**src/logic/dis_pkg.sv**
```systemverilog
// constants, types and decode helpers for the irq / tx-enable / power status block
`default_nettype none
package dis_pkg;
  // serial port framing
  localparam int unsigned DIS_AW          = 15;
  localparam int unsigned DIS_DW          = 8;
  localparam int unsigned DIS_CNT_W       = 5;
  localparam logic [4:0]  DIS_INSTR_LAST  = 5'h0F;
  localparam logic [4:0]  DIS_FRAME_LAST  = 5'h17;
  localparam logic [4:0]  DIS_FRAME_BITS  = 5'h18;
  localparam logic [4:0]  DIS_FIRST_DATA  = 5'h10;
  localparam int unsigned DIS_RD_FLAG     = 14;
  // register offsets
  localparam logic [14:0] DIS_ADDR_TRANSMIT_ENABLE_PIN   = 15'h0013;
  localparam logic [14:0] DIS_ADDR_PWR    = 15'h0014;
  localparam logic [14:0] DIS_ADDR_MASK_A = 15'h001F;
  localparam logic [14:0] DIS_ADDR_MASK_B = 15'h0020;
  localparam logic [14:0] DIS_ADDR_STAT_A = 15'h0023;
  localparam logic [14:0] DIS_ADDR_STAT_B = 15'h0024;
  // reset values and implemented-bit masks
  localparam logic [7:0]  DIS_RST_REG     = 8'h00;
  localparam logic [7:0]  DIS_TRANSMIT_ENABLE_PIN_IMPL   = 8'h03;
  localparam logic [7:0]  DIS_MASK_A_IMPL = 8'hDB;
  localparam logic [7:0]  DIS_MASK_B_IMPL = 8'hF8;
  // field positions
  localparam int unsigned DIS_TX_SEL      = 1;
  localparam int unsigned DIS_TX_VAL      = 0;
  localparam int unsigned DIS_PWR_DN_I    = 5;
  localparam int unsigned DIS_PWR_DN_Q    = 4;
  localparam int unsigned DIS_PWR_UP_I    = 1;
  localparam int unsigned DIS_PWR_UP_Q    = 0;
  localparam int unsigned DIS_A_CONV_LOSS = 7;
  localparam int unsigned DIS_A_CONV_LOCK = 6;
  localparam int unsigned DIS_A_LINK_LOSS = 4;
  localparam int unsigned DIS_A_LINK_LOCK = 3;
  localparam int unsigned DIS_A_LANE_ERR  = 1;
  localparam int unsigned DIS_A_DESK_ERR  = 0;
  localparam int unsigned DIS_B_BAD_PARAM = 7;
  localparam int unsigned DIS_B_LANE_LVL  = 6;
  localparam int unsigned DIS_B_DLY_LVL   = 5;
  localparam int unsigned DIS_B_DATA_VLD  = 4;
  localparam int unsigned DIS_B_DP_OVF    = 3;

  typedef enum logic [1:0] {DIS_SPI_IDLE, DIS_SPI_INSTR, DIS_SPI_DATA} dis_spi_st_t;

  function automatic logic dis_hit(input logic [14:0] a, input logic [14:0] off);
    return a == off;
  endfunction
endpackage
`default_nettype wire

```
**src/logic/dis_irq_cell.sv**
```systemverilog
// one interrupt source: live view when disabled, rising-edge latch when enabled
`default_nettype none
module dis_irq_cell (
  // clock and reset
  input  wire logic clk,
  input  wire logic rst_n,
  // control
  input  wire logic en,
  input  wire logic live,
  input  wire logic clr,
  // result
  output logic      status,
  output logic      latched
);
  import dis_pkg::*;

  logic live_q;
  logic latched_q;
  logic set_ev;

  assign set_ev = en & live & ~live_q;

  always_ff @(posedge clk or negedge rst_n) begin
    if (!rst_n) begin
      live_q <= 1'b0;
    end else begin
      live_q <= live;
    end
  end

  // set beats clear so an edge in the clearing cycle survives
  always_ff @(posedge clk or negedge rst_n) begin
    if (!rst_n) begin
      latched_q <= 1'b0;
    end else if (set_ev) begin
      latched_q <= 1'b1;
    end else if (!en || clr) begin
      latched_q <= 1'b0;
    end
  end

  assign status  = en ? latched_q : live;
  assign latched = latched_q;

  AST_CELL_LATCH: assert property (@(posedge clk) disable iff (!rst_n)
    en && live && !live_q |=> latched_q)
    else $error("enabled rising source not latched");
  AST_CELL_LIVE: assert property (@(posedge clk) disable iff (!rst_n)
    !en |=> !latched_q)
    else $error("disabled source latched");
  AST_CELL_W1C: assert property (@(posedge clk) disable iff (!rst_n)
    latched_q && en && clr && !set_ev |=> !latched_q)
    else $error("write one did not clear flag");
  AST_CELL_HOLD: assert property (@(posedge clk) disable iff (!rst_n)
    latched_q && en && !clr |=> latched_q)
    else $error("latched flag dropped without clear");
endmodule // dis_irq_cell
`default_nettype wire

```
**src/logic/dis_spi_port.sv**
```systemverilog
// serial programming port: 16-bit instruction then one data byte, msb first
`default_nettype none
module dis_spi_port (
  // clock and reset
  input  wire logic                     clk,
  input  wire logic                     rst_n,
  // pins
  input  wire logic                     sclk,
  input  wire logic                     csb_n,
  input  wire logic                     sdi,
  output logic                          sdo,
  output logic                          sdo_oe,
  // register side
  output logic [dis_pkg::DIS_AW-1:0]    reg_addr,
  output logic [dis_pkg::DIS_DW-1:0]    reg_wdata,
  output logic                          reg_wr,
  input  wire logic [dis_pkg::DIS_DW-1:0] reg_rdata
);
  import dis_pkg::*;

  logic                 sclk_q;
  logic                 rise;
  logic                 fall;
  dis_spi_st_t          st_q;
  logic [DIS_CNT_W-1:0] cnt_q;
  logic [15:0]          ins_q;
  logic [DIS_DW-1:0]    dat_q;
  logic [DIS_DW-1:0]    out_q;
  logic                 rd_q;
  logic                 load_q;

  // pins are synchronous to clk, sclk must stay >= 2 clk per phase
  assign rise = sclk & ~sclk_q & ~csb_n;
  assign fall = ~sclk & sclk_q & ~csb_n;

  always_ff @(posedge clk or negedge rst_n) begin
    if (!rst_n) begin
      sclk_q <= 1'b0;
    end else begin
      sclk_q <= sclk;
    end
  end

  always_ff @(posedge clk or negedge rst_n) begin
    if (!rst_n) begin
      st_q <= DIS_SPI_IDLE;
    end else if (csb_n) begin
      st_q <= DIS_SPI_IDLE;
    end else begin
      case (st_q)
        DIS_SPI_IDLE: st_q <= DIS_SPI_INSTR;
        DIS_SPI_INSTR: begin
          if (rise && cnt_q == DIS_INSTR_LAST) begin
            st_q <= DIS_SPI_DATA;
          end
        end
        DIS_SPI_DATA: st_q <= DIS_SPI_DATA;
        default: st_q <= DIS_SPI_IDLE;
      endcase
    end
  end

  // bits after the first byte are ignored, no streaming
  always_ff @(posedge clk or negedge rst_n) begin
    if (!rst_n) begin
      cnt_q <= '0;
    end else if (csb_n) begin
      cnt_q <= '0;
    end else if (rise && cnt_q != DIS_FRAME_BITS) begin
      cnt_q <= cnt_q + 5'h01;
    end
  end

  always_ff @(posedge clk or negedge rst_n) begin
    if (!rst_n) begin
      ins_q    <= '0;
      dat_q    <= '0;
      rd_q     <= 1'b0;
      reg_addr <= '0;
      load_q   <= 1'b0;
    end else begin
      load_q <= 1'b0;
      if (rise && cnt_q < DIS_FIRST_DATA) begin
        ins_q <= {ins_q[14:0], sdi};
      end
      if (rise && cnt_q >= DIS_FIRST_DATA && cnt_q <= DIS_FRAME_LAST) begin
        dat_q <= {dat_q[6:0], sdi};
      end
      if (rise && cnt_q == DIS_INSTR_LAST) begin
        rd_q     <= ins_q[DIS_RD_FLAG];
        reg_addr <= {ins_q[13:0], sdi};
        load_q   <= ins_q[DIS_RD_FLAG];
      end
    end
  end

  always_ff @(posedge clk or negedge rst_n) begin
    if (!rst_n) begin
      reg_wr    <= 1'b0;
      reg_wdata <= '0;
    end else begin
      reg_wr <= rise && cnt_q == DIS_FRAME_LAST && !rd_q;
      if (rise && cnt_q == DIS_FRAME_LAST) begin
        reg_wdata <= {dat_q[6:0], sdi};
      end
    end
  end

  always_ff @(posedge clk or negedge rst_n) begin
    if (!rst_n) begin
      out_q <= '0;
    end else if (load_q) begin
      out_q <= reg_rdata;
    end else if (fall && rd_q && cnt_q > DIS_FIRST_DATA) begin
      out_q <= {out_q[6:0], 1'b0};
    end
  end

  assign sdo    = out_q[7];
  assign sdo_oe = (st_q == DIS_SPI_DATA) && rd_q && !csb_n;

  AST_SPI_WR_ONLY: assert property (@(posedge clk) disable iff (!rst_n)
    reg_wr |-> !rd_q && $past(cnt_q) == DIS_FRAME_LAST)
    else $error("register write outside write frame");
endmodule // dis_spi_port
`default_nettype wire

```
**src/logic/dis_top.sv**
```systemverilog
// converter irq enable, tx-enable override and power status registers
`default_nettype none
module dis_top (
  // clock and reset
  input  wire logic sys_clk,
  input  wire logic rstn,
  // serial programming port
  input  wire logic spi_sclk,
  input  wire logic spi_csb_n,
  input  wire logic spi_sdi,
  output logic      spi_sdo,
  output logic      spi_sdo_oe,
  // transmit enable
  input  wire logic transmit_enable_pin,
  output logic      tx_enable,
  // converter power state
  input  wire logic i_chan_down_flag,
  input  wire logic q_chan_down_flag,
  input  wire logic i_chan_up_flag,
  input  wire logic q_chan_up_flag,
  // interrupt sources
  input  wire logic conv_pll_loss,
  input  wire logic conv_pll_lock,
  input  wire logic link_pll_loss,
  input  wire logic link_pll_lock,
  input  wire logic lane_buffer_err,
  input  wire logic deskew_buffer_err,
  input  wire logic bad_param,
  input  wire logic lane_buffer_level,
  input  wire logic delay_buffer_level,
  input  wire logic data_valid,
  input  wire logic datapath_ovf,
  // interrupt
  output logic      irq_n
);
  import dis_pkg::*;

  localparam logic [15:0] IMPL = {DIS_MASK_B_IMPL, DIS_MASK_A_IMPL};
  // power status bits that carry a flag, the rest read zero
  localparam logic [7:0]  PWR_USED = (8'h01 << DIS_PWR_DN_I) | (8'h01 << DIS_PWR_DN_Q)
                                   | (8'h01 << DIS_PWR_UP_I) | (8'h01 << DIS_PWR_UP_Q);

  logic              rst_meta_q;
  logic              rst_n_sync;
  logic [DIS_AW-1:0] reg_addr;
  logic [DIS_DW-1:0] reg_wdata;
  logic              reg_wr;
  logic [DIS_DW-1:0] reg_rdata;
  logic [7:0]        transmit_enable_pin_q;
  logic [7:0]        pwr_q;
  logic [7:0]        mask_a_q;
  logic [7:0]        mask_b_q;
  logic              tx_enable_q;
  logic              irq_n_q;
  logic [7:0]        src_a;
  logic [7:0]        src_b;
  logic [15:0]       en_all;
  logic [15:0]       src_all;
  logic [15:0]       clr_all;
  logic [15:0]       stat_all;
  logic [15:0]       lat_all;
  logic              any_pending;

  // reset release through two flops
  always_ff @(posedge sys_clk or negedge rstn) begin
    if (!rstn) begin
      rst_meta_q <= 1'b0;
      rst_n_sync <= 1'b0;
    end else begin
      rst_meta_q <= 1'b1;
      rst_n_sync <= rst_meta_q;
    end
  end

  dis_spi_port u_spi (
    .clk       (sys_clk),
    .rst_n     (rst_n_sync),
    .sclk      (spi_sclk),
    .csb_n     (spi_csb_n),
    .sdi       (spi_sdi),
    .sdo       (spi_sdo),
    .sdo_oe    (spi_sdo_oe),
    .reg_addr  (reg_addr),
    .reg_wdata (reg_wdata),
    .reg_wr    (reg_wr),
    .reg_rdata (reg_rdata)
  );

  // software writable registers, unimplemented bits read zero
  always_ff @(posedge sys_clk or negedge rst_n_sync) begin
    if (!rst_n_sync) begin
      transmit_enable_pin_q   <= DIS_RST_REG;
      mask_a_q <= DIS_RST_REG;
      mask_b_q <= DIS_RST_REG;
    end else if (reg_wr) begin
      if (dis_hit(reg_addr, DIS_ADDR_TRANSMIT_ENABLE_PIN)) begin
        transmit_enable_pin_q <= reg_wdata & DIS_TRANSMIT_ENABLE_PIN_IMPL;
      end
      if (dis_hit(reg_addr, DIS_ADDR_MASK_A)) begin
        mask_a_q <= reg_wdata & DIS_MASK_A_IMPL;
      end
      if (dis_hit(reg_addr, DIS_ADDR_MASK_B)) begin
        mask_b_q <= reg_wdata & DIS_MASK_B_IMPL;
      end
    end
  end

  // override steers the internal enable
  always_ff @(posedge sys_clk or negedge rst_n_sync) begin
    if (!rst_n_sync) begin
      tx_enable_q <= 1'b0;
    end else if (transmit_enable_pin_q[DIS_TX_SEL]) begin
      tx_enable_q <= transmit_enable_pin_q[DIS_TX_VAL];
    end else begin
      tx_enable_q <= transmit_enable_pin;
    end
  end

  assign tx_enable = tx_enable_q;

  // power flags sampled every cycle, read only
  always_ff @(posedge sys_clk or negedge rst_n_sync) begin
    if (!rst_n_sync) begin
      pwr_q <= DIS_RST_REG;
    end else begin
      pwr_q               <= DIS_RST_REG;
      pwr_q[DIS_PWR_DN_I] <= i_chan_down_flag;
      pwr_q[DIS_PWR_DN_Q] <= q_chan_down_flag;
      pwr_q[DIS_PWR_UP_I] <= i_chan_up_flag;
      pwr_q[DIS_PWR_UP_Q] <= q_chan_up_flag;
    end
  end

  // source to bit placement
  always_comb begin
    src_a                  = '0;
    src_b                  = '0;
    src_a[DIS_A_CONV_LOSS] = conv_pll_loss;
    src_a[DIS_A_CONV_LOCK] = conv_pll_lock;
    src_a[DIS_A_LINK_LOSS] = link_pll_loss;
    src_a[DIS_A_LINK_LOCK] = link_pll_lock;
    src_a[DIS_A_LANE_ERR]  = lane_buffer_err;
    src_a[DIS_A_DESK_ERR]  = deskew_buffer_err;
    src_b[DIS_B_BAD_PARAM] = bad_param;
    src_b[DIS_B_LANE_LVL]  = lane_buffer_level;
    src_b[DIS_B_DLY_LVL]   = delay_buffer_level;
    src_b[DIS_B_DATA_VLD]  = data_valid;
    src_b[DIS_B_DP_OVF]    = datapath_ovf;
  end

  assign en_all  = {mask_b_q, mask_a_q};
  assign src_all = {src_b, src_a};

  // status writes only clear; a written 0 is ignored
  always_comb begin
    clr_all = '0;
    if (reg_wr && dis_hit(reg_addr, DIS_ADDR_STAT_A)) begin
      clr_all[7:0] = reg_wdata;
    end
    if (reg_wr && dis_hit(reg_addr, DIS_ADDR_STAT_B)) begin
      clr_all[15:8] = reg_wdata;
    end
  end

  for (genvar i = 0; i < 16; i++) begin : g_src
    if (IMPL[i]) begin : g_cell
      dis_irq_cell u_cell (
        .clk     (sys_clk),
        .rst_n   (rst_n_sync),
        .en      (en_all[i]),
        .live    (src_all[i]),
        .clr     (clr_all[i]),
        .status  (stat_all[i]),
        .latched (lat_all[i])
      );
    end else begin : g_none
      assign stat_all[i] = 1'b0;
      assign lat_all[i]  = 1'b0;
    end
  end

  // a cell only latches while enabled, but keeps its flag one cycle after the enable drops; the gate hides it then
  assign any_pending = |(lat_all & en_all);

  always_ff @(posedge sys_clk or negedge rst_n_sync) begin
    if (!rst_n_sync) begin
      irq_n_q <= 1'b1;
    end else begin
      irq_n_q <= ~any_pending;
    end
  end

  assign irq_n = irq_n_q;

  // read mux, unmapped addresses read zero
  always_comb begin
    reg_rdata = '0;
    if (dis_hit(reg_addr, DIS_ADDR_TRANSMIT_ENABLE_PIN)) begin
      reg_rdata = transmit_enable_pin_q;
    end else if (dis_hit(reg_addr, DIS_ADDR_PWR)) begin
      reg_rdata = pwr_q;
    end else if (dis_hit(reg_addr, DIS_ADDR_MASK_A)) begin
      reg_rdata = mask_a_q;
    end else if (dis_hit(reg_addr, DIS_ADDR_MASK_B)) begin
      reg_rdata = mask_b_q;
    end else if (dis_hit(reg_addr, DIS_ADDR_STAT_A)) begin
      reg_rdata = stat_all[7:0];
    end else if (dis_hit(reg_addr, DIS_ADDR_STAT_B)) begin
      reg_rdata = stat_all[15:8];
    end
  end

  AST_TX_OVERRIDE: assert property (@(posedge sys_clk) disable iff (!rst_n_sync)
    transmit_enable_pin_q[DIS_TX_SEL] |=> tx_enable == $past(transmit_enable_pin_q[DIS_TX_VAL]))
    else $error("tx enable ignores override value");
  AST_TX_PIN: assert property (@(posedge sys_clk) disable iff (!rst_n_sync)
    !transmit_enable_pin_q[DIS_TX_SEL] |=> tx_enable == $past(transmit_enable_pin))
    else $error("tx enable ignores pin");
  AST_PWR_DN_I: assert property (@(posedge sys_clk) disable iff (!rst_n_sync)
    i_chan_down_flag ##1 1'b1 |-> pwr_q[DIS_PWR_DN_I])
    else $error("i power-down status missing");
  AST_PWR_DN_Q: assert property (@(posedge sys_clk) disable iff (!rst_n_sync)
    !q_chan_down_flag |=> !pwr_q[DIS_PWR_DN_Q])
    else $error("q power-down status stuck");
  AST_PWR_UP_I: assert property (@(posedge sys_clk) disable iff (!rst_n_sync)
    1'b1 |=> pwr_q[DIS_PWR_UP_I] == $past(i_chan_up_flag))
    else $error("i power-up status wrong");
  AST_PWR_UP_Q: assert property (@(posedge sys_clk) disable iff (!rst_n_sync)
    1'b1 |=> pwr_q[DIS_PWR_UP_Q] == $past(q_chan_up_flag))
    else $error("q power-up status wrong");
  AST_IRQ_LOW: assert property (@(posedge sys_clk) disable iff (!rst_n_sync)
    en_all[DIS_A_CONV_LOSS] && $rose(conv_pll_loss)
      ##1 !clr_all[DIS_A_CONV_LOSS] && en_all[DIS_A_CONV_LOSS]
      |=> !irq_n)
    else $error("enabled pll loss did not pull interrupt low");
  AST_IRQ_DISABLED: assert property (@(posedge sys_clk) disable iff (!rst_n_sync)
    en_all == 16'h0000 [*2] |=> irq_n)
    else $error("interrupt low with all sources disabled");
  AST_MASK_A_WR: assert property (@(posedge sys_clk) disable iff (!rst_n_sync)
    reg_wr && dis_hit(reg_addr, DIS_ADDR_MASK_A)
      |=> mask_a_q == ($past(reg_wdata) & DIS_MASK_A_IMPL))
    else $error("mask a write lost");
  AST_MASK_B_WR: assert property (@(posedge sys_clk) disable iff (!rst_n_sync)
    reg_wr && dis_hit(reg_addr, DIS_ADDR_MASK_B)
      |=> mask_b_q == ($past(reg_wdata) & DIS_MASK_B_IMPL))
    else $error("mask b write lost");
  AST_IRQ_RELEASE: assert property (@(posedge sys_clk) disable iff (!rst_n_sync)
    !any_pending |=> irq_n)
    else $error("interrupt held with nothing pending");
  AST_IRQ_HOLD: assert property (@(posedge sys_clk) disable iff (!rst_n_sync)
    any_pending |=> !irq_n)
    else $error("interrupt high while a flag is pending");

  // enable must still stand one edge on, else the gate may mask the new flag
  AST_IRQ_CONV_LOCK: assert property (@(posedge sys_clk) disable iff (!rst_n_sync)
    mask_a_q[DIS_A_CONV_LOCK] && $rose(conv_pll_lock) ##1 mask_a_q[DIS_A_CONV_LOCK]
      |=> !irq_n)
    else $error("enabled converter pll lock did not pull interrupt low");
  AST_IRQ_LINK_LOSS: assert property (@(posedge sys_clk) disable iff (!rst_n_sync)
    mask_a_q[DIS_A_LINK_LOSS] && $rose(link_pll_loss) ##1 mask_a_q[DIS_A_LINK_LOSS]
      |=> !irq_n)
    else $error("enabled link pll loss did not pull interrupt low");
  AST_IRQ_BAD_PARAM: assert property (@(posedge sys_clk) disable iff (!rst_n_sync)
    mask_b_q[DIS_B_BAD_PARAM] && $rose(bad_param) ##1 mask_b_q[DIS_B_BAD_PARAM]
      |=> !irq_n)
    else $error("enabled bad parameter did not pull interrupt low");
  AST_IRQ_DP_OVF: assert property (@(posedge sys_clk) disable iff (!rst_n_sync)
    mask_b_q[DIS_B_DP_OVF] && $rose(datapath_ovf) ##1 mask_b_q[DIS_B_DP_OVF]
      |=> !irq_n)
    else $error("enabled datapath overflow did not pull interrupt low");
  AST_MASK_RSVD: assert property (@(posedge sys_clk) disable iff (!rst_n_sync)
    (mask_a_q & ~DIS_MASK_A_IMPL) == 8'h00 && (mask_b_q & ~DIS_MASK_B_IMPL) == 8'h00)
    else $error("reserved mask bit set");
  AST_TRANSMIT_ENABLE_PIN_RSVD: assert property (@(posedge sys_clk) disable iff (!rst_n_sync)
    (transmit_enable_pin_q & ~DIS_TRANSMIT_ENABLE_PIN_IMPL) == 8'h00)
    else $error("reserved override bit set");
  AST_PWR_RSVD: assert property (@(posedge sys_clk) disable iff (!rst_n_sync)
    (pwr_q & ~PWR_USED) == 8'h00)
    else $error("reserved power status bit set");
  AST_STAT_A_LIVE: assert property (@(posedge sys_clk) disable iff (!rst_n_sync)
    mask_a_q == 8'h00 && dis_hit(reg_addr, DIS_ADDR_STAT_A) |-> reg_rdata == src_a)
    else $error("status a does not show live sources");
  AST_STAT_B_LIVE: assert property (@(posedge sys_clk) disable iff (!rst_n_sync)
    mask_b_q == 8'h00 && dis_hit(reg_addr, DIS_ADDR_STAT_B) |-> reg_rdata == src_b)
    else $error("status b does not show live sources");
endmodule // dis_top
`default_nettype wire

```
**config.mk**
```make
export PLATFORM = sky130hd
export DESIGN_NAME = dis_top
export DESIGN_NICKNAME = d
export VERILOG_FILES = /design/src/logic/dis_pkg.sv /design/src/logic/dis_irq_cell.sv /design/src/logic/dis_spi_port.sv /design/src/logic/dis_top.sv
export SDC_FILE = /design/constraint.sdc
export NUM_CORES = 1
export LEC_CHECK = 0
export BUFFER_PORTS_ARGS = -buffer_cell sky130_fd_sc_hd__buf_2
export CAP_MARGIN = 40
export CELL_PAD_IN_SITES_DETAIL_PLACEMENT = 1
export CELL_PAD_IN_SITES_GLOBAL_PLACEMENT = 1
export CORE_MARGIN = 4
export CORE_UTILIZATION = 35
export DETAILED_ROUTE_END_ITERATION = 12
export PLACE_DENSITY = 0.7
export SETUP_SLACK_MARGIN = 0.4
export SKIP_LAST_GASP = 1
export SLEW_MARGIN = 20
export SYNTH_ARGS = -nofsm -noshare
export SYNTH_HDL_FRONTEND = slang
export SYNTH_SLANG_ARGS = --single-unit
```
**constraint.sdc**
```tcl
create_clock -name sys_clk -period 3.85 [get_ports sys_clk]
set_input_delay 0.77 -clock sys_clk [delete_from_list [all_inputs] [get_ports sys_clk]]
set_output_delay 0.77 -clock sys_clk [all_outputs]
set_load 0.05 [all_outputs]
```
=== Word level (Yosys, flattened, before mapping) ===
Index checks and enable logic that the tools add are counted.

* Register bits after elaboration: 107
* Output and inout bits: 4
* Logic and storage cells: 205

* $add $sub $neg: 1
* $lt $le $gt $ge: 4
* Equal/unequal tests: 12
* Mux-type cells: 50
* Bitwise operators: 42
* Reductions and logical operators: 55

{| class="wikitable"
|+ Operators with widths
! kind !! number
|-
| 8-bit 2-to-1 mux || 10
|-
| 15-bit by 5-bit equality test with 1-bit output, second input constant || 3
|-
| 15-bit by 6-bit equality test with 1-bit output, second input constant || 3
|-
| 1-bit 2-to-1 mux || 35
|-
| 1-bit bitwise AND || 26
|-
| 2-bit nonzero test || 13
|-
| 16-bit bitwise AND || 1
|-
| 16-bit OR reduction || 1
|-
| 1-bit inverter || 15
|-
| 1-bit logical AND || 13
|-
| 1-bit logical NOT || 13
|-
| 1-bit logical OR || 11
|-
| 5-bit 2-to-1 mux || 2
|-
| 2-bit one-hot mux with 3 select lines || 1
|-
| 2-bit AND reduction || 3
|-
| 5-bit by 1-bit adder with 5-bit output, second input constant || 1
|-
| 5-bit by 4-bit equality test with 1-bit output, second input constant || 1
|-
| 5-bit equality test, second input constant || 1
|-
| 5-bit greater-or-equal comparator, second input constant || 1
|-
| 5-bit greater-than comparator, second input constant || 1
|-
| 5-bit <= comparator, second input constant || 1
|-
| 5-bit < comparator, second input constant || 1
|-
| 5-bit != test, second input constant || 1
|-
| 2-bit 2-to-1 mux || 2
|-
| other kinds (4) || 4
|}

=== Logic depth before layout (Yosys ltp) ===
* Word-level depth: 8
* Mapped depth: 8
* Mapped depth without buffers: 7

=== Modules after synthesis ===
From an unflattened synthesis, not the netlist that was laid out.

* Cells, all modules: 401
* Area, all modules: 5086.1 sq um

{| class="wikitable"
|+ By module, submodules not included
! module !! times used !! cells each !! area an instance (sq um) !! sequential area each (sq um)
|-
| dis_spi_port || 1 || 211 || 2850.2 || 1601.5
|-
| dis_top || 1 || 124 || 1258.7 || 526.8
|-
| dis_irq_cell || 11 || 6 || 88.8 || 50.0
|}

=== Worst setup path after synthesis ===
No wires, ideal clock.

* Path kind: input to output
* From: input spi_csb_n
* To: output spi_sdo_oe
* Data arrival time: 1.582 ns
* Data required time: 3.080 ns
* Setup slack: 1.498 ns
* Stages on the path: 2
* Path buffers: 1
* Cells stage by stage: buf_2 > nor2_1

* Cells in the longest elaborated chain, start to end: 2

{| class="wikitable"
|+ RTL lines
! element !! RTL line !! RTL
|-
| from (decl) || dis_top.sv:9 || <nowiki>input wire logic spi_csb_n,</nowiki>
|-
| 1-bit logical NOT || dis_spi_port.sv:120 || <nowiki>assign sdo_oe = (st_q == DIS_SPI_DATA) && rd_q && !csb_n;</nowiki>
|-
| 1-bit logical AND || dis_spi_port.sv:120 ||
|-
| to (decl) || dis_top.sv:12 || <nowiki>output logic spi_sdo_oe,</nowiki>
|}

No other way between the ends.

=== Final worst setup path ===
* From: register u_spi.reg_addr[2] (netlist name)
* To: register g_src[4].g_cell.u_cell.latched_q

* Cells in the longest elaborated chain, start to end: 5

{| class="wikitable"
|+ RTL lines
! element !! RTL line !! RTL
|-
| from (decl) || dis_spi_port.sv:14 || <nowiki>output logic [dis_pkg::DIS_AW-1:0] reg_addr,</nowiki>
|-
| from (signal assigned) || dis_spi_port.sv:91 || <nowiki>reg_addr <= {ins_q[13:0], sdi};</nowiki>
|-
| 15-bit by 6-bit equality test with 1-bit output || dis_pkg.sv:47 || <nowiki>return a == off;</nowiki>
|-
| 1-bit logical AND || dis_top.sv:157 || <nowiki>if (reg_wr && dis_hit(reg_addr, DIS_ADDR_STAT_A)) begin</nowiki>
|-
| 8-bit 2-to-1 mux || dis_top.sv:157 ||
|-
| 1-bit logical OR || dis_irq_cell.sv:37 || <nowiki>end else if (!en || clr) begin</nowiki>
|-
| 2-bit nonzero test (no source line) || -- ||
|-
| to (signal assigned) || dis_irq_cell.sv:34 || <nowiki>latched_q <= 1'b0;</nowiki>
|-
| to (signal assigned) || dis_irq_cell.sv:36 || <nowiki>latched_q <= 1'b1;</nowiki>
|-
| to (signal assigned) || dis_irq_cell.sv:38 || <nowiki>latched_q <= 1'b0;</nowiki>
|-
| to (decl) || dis_irq_cell.sv:18 || <nowiki>logic latched_q;</nowiki>
|}

No other way between the ends.
A chain may end at the register's enable or synchronous reset.

==> impl_metrics.yaml <==
sta:
  grt_setup_unrepaired: "no"
  worst_slew_pin_slew_ns: 0.7029
  setup_viol: 0
  max_slew_margin_pct: 51.93
  whs_ns: 0.1818
  skew_ns: 0.01073
  fin_tns_setup_ns: 0
  slew_violations: 0
  hold_violations: 0
  fmax_mhz: 415.1
  period_minus_slack_ns: 2.409
  fin_crit_sh_pct: 62.58
clock_tree:
  clk_latency_ns: 0.35
  cts-root-buf: "clkbuf_16"
  cts_tree: "done"
  cts_buffers: 9
  clockBufferDepth: 2
  hold_buffers: 0
  cts_max_level: 3
  cts.sink_count: 106
  post_cts_resize_count: 0
  cts_setup_buffers: 0
  clk_pin_slew_ns: 0.07
yosys:
  syn_area_um2: 4720
  ys_warn_count: 0
  synth_top_area_share_pct: 55.67
  synth-edff-count: 0
  ys_ff_latch: 106
  ys_seq_area_share_pct: 56.23
  yosysUniqueCellTypes: 62
  synth_nets: 396
  synth_ff_type: "dfrtp_1"
  synthTopCellsByArea: "dfrtp_1, mux2_2, mux2i_1, a21boi_0, ha_1"
  synth-async-reset-ratio_pct: 100.0
  synth_cells: 369
  synth_largest_area_cell: "dfrtp_1"
  avgSynthCellArea_um2: 12.79
floorplanning:
  dieHeight_um: 124.1
  core_region_area_um2: 13240
  die_w_um: 124.1
  rows: 42
  die_area_um2: 15410
  initial_core_util_pct: 35.64
  pin_count: 25
layout:
  antenna_cells: 0
  postLayoutCoreUtil_pct: 40.26
  nets: 423
  synthToLayoutAreaGrowth_pct: 12.96
  layout-drive-gt1-share_pct: 30.17
  fill_cells: 1427
  finalNonFillerCells: 577
  final_cell_mix: "dfrtp_1, mux2_2, buf_2"
  layout_commonest_cell: "dfrtp_1"
setup_path:
  cpPeakStageDelay_ns: 0.64
  rr_worst_depth: 5
  path_cells: "nand4bb_1 -> nor4_4 -> and2_1 -> a21boi_0 -> o21a_1"
  arrival_ns: 2.65
  crit_buf_inv: 0
  worst-path-max-fanout: 11
  endpoint_kind: "register"
  worstSetupPathType: "reg2reg"
  critPathSlowestCell: "nand4bb_1"
  r2r_start: "u_spi.reg_addr[2]"
  reg2reg_to: "g_src[4].g_cell.u_cell.latched"
  ff2ff_setup_slack_ns: 1.44
  critPathTopFamily: "simple AND/OR/NAND/NOR gates"
  critPathLaunchType: "register"
  crit_required_ns: 4.09
pwr:
  ir_drop_uv: 217.4
  power_density_nw_per_um2: 422.6
  p_total_mw: 2.253
  power_leakage_nw: 2.409
global_routing:
  first_global_vias: 3152
  grt-ovfl-total: 0
  grt.total_usage_pct: 14.03
  grt_max_degree: 50
  grt_pass1_wl_mm: 16.55
  antenna_found_initial: 0
status:
  status: "finished, final reports clean"
detailed_routing:
  avgViaCountPerCell: 5.154
  drt_iter0_markers: 99
  num_vias: 2974
  drc: 0
  first_pass_iters: 4
  finalWirelength_mm: 9.873
  detail-route-antenna-nets: 0
  avgRoutedWirePerCell_um: 17.11
placement:
  hpwl_mm: 7.321
  portBuffers: 24
  place_congestion: 0.8032
  dp_cells: 561
min_path:
  hold_path_class: "in2async"
run:
  cap_viol_max_count: 0
## state kept, by name, summed over array words and instances (netlist names), 2 cells and up
signal / flops
u_spi.reg_addr: 15
mask_b_q: 5
u_spi.cnt_q: 5
transmit_enable_pin_q: 2
mask_a_q: 6
u_spi.reg_wdata: 7
g_src.g_cell.u_cell.live_q: 11
u_spi.out_q: 8
u_spi.dat_q: 7
u_spi.ins_q: 15
g_src.g_cell.u_cell.latched: 11
u_spi.st_q: 2
pwr_q: 4
## worst reg2reg max path: stages (launching register included)
cell,delay [ns]
dfrtp_1,0.48
nand4bb_1,0.64
nor4_4,0.47
and2_1,0.37
a21boi_0,0.16
o21a_1,0.18
## synthesized netlist by cell type (all sizes together), types with 2 or more instances
library cell	number
dfrtp	105
mux2	62
nor2	19
inv	12
mux2i	12
nor2b	12
nand2	11
a21boi	10
a21oi	10
o21a	10
buf	8
nand3	8
o21ai	8
and3	7
ha	6
o22ai	6
a22oi	5
a211oi	4
clkbuf	4
nor3	4
and2	3
nor4b	3
o32a	3
or3	3
or4b	3
a221oi	2
nand2b	2
nand3b	2
nand4b	2
nor3b	2
nor4	2
## how the worst max path moves through the flow
stage / startpoint / end / slack (ns) / depth (start not counted)
3_5_place_dp: spi_csb_n / u_spi.st_q[0] / 1.23 / 6
5_1_grt: u_spi.reg_addr[2] / u_spi.out_q[6] / 1.20 / 5
4_1_cts: u_spi.reg_addr[2] / g_src[4].g_cell.u_cell.latched / 1.39 / 5
2_1_floorplan: rst_n_sync / g_src[0].g_cell.u_cell.latched / 0.68 / 0
6_report: u_spi.reg_addr[2] / g_src[4].g_cell.u_cell.latched / 1.44 / 5
3_3_place_gp: spi_csb_n / u_spi.st_q[0] / 1.32 / 6
## metal layers
metal | GRT usage [%] | vias up | wire, µm
met5 | 0 | - | 0
met4 | 5.065 | 0 | 140
met3 | 2.861 | 10 | 226
met2 | 23.78 | 30 | 4926
met1 | 17.77 | 1529 | 4579
li1 | - | 1405 | -
## area by class of cell
| cell class | instances | area (µm²) | area share, % |
|---|---|---|---|
| sequential | 106 | 2658 | 49.85 |
| multi-input combinational | 239 | 1963 | 36.82 |
| clock buffer | 9 | 225.2 | 4.224 |
| tap | 176 | 220.2 | 4.130 |
| timing repair buffer | 28 | 162.7 | 3.051 |
| clock inverter | 7 | 57.56 | 1.080 |
| inverter | 12 | 45.04 | 0.8449 |
## power breakdown
group | total, mW | internal (mW) | leakage, nW | switching, mW
Combinational | 0.145 | 0.0765 | 0.873 | 0.0687
Clock | 0.878 | 0.449 | 0.135 | 0.429
Sequential | 1.23 | 1.18 | 1.40 | 0.0532
## stage by stage
step           cell area (µm²)  setup WS [ns]
6_report                  5331          1.441
5_1_grt                   5331          1.201
4_1_cts                   5331          1.389
3_5_place_dp              5049          1.231
3_3_place_gp              5029          1.323
2_1_floorplan             4720         0.6803
## kinds of logic after synthesis
group | after synthesis | synth area share [%]
fa+ha+maj | 6 | 1.591
other cells | 1 | 0.07946
mux | 74 | 17.50
flops | 106 | 56.23
xor+xnor | 2 | 0.3712
simple gates | 88 | 11.77
compound gates | 68 | 10.29
buf+inv | 24 | 2.174
(Power assumes the default switching activity.)
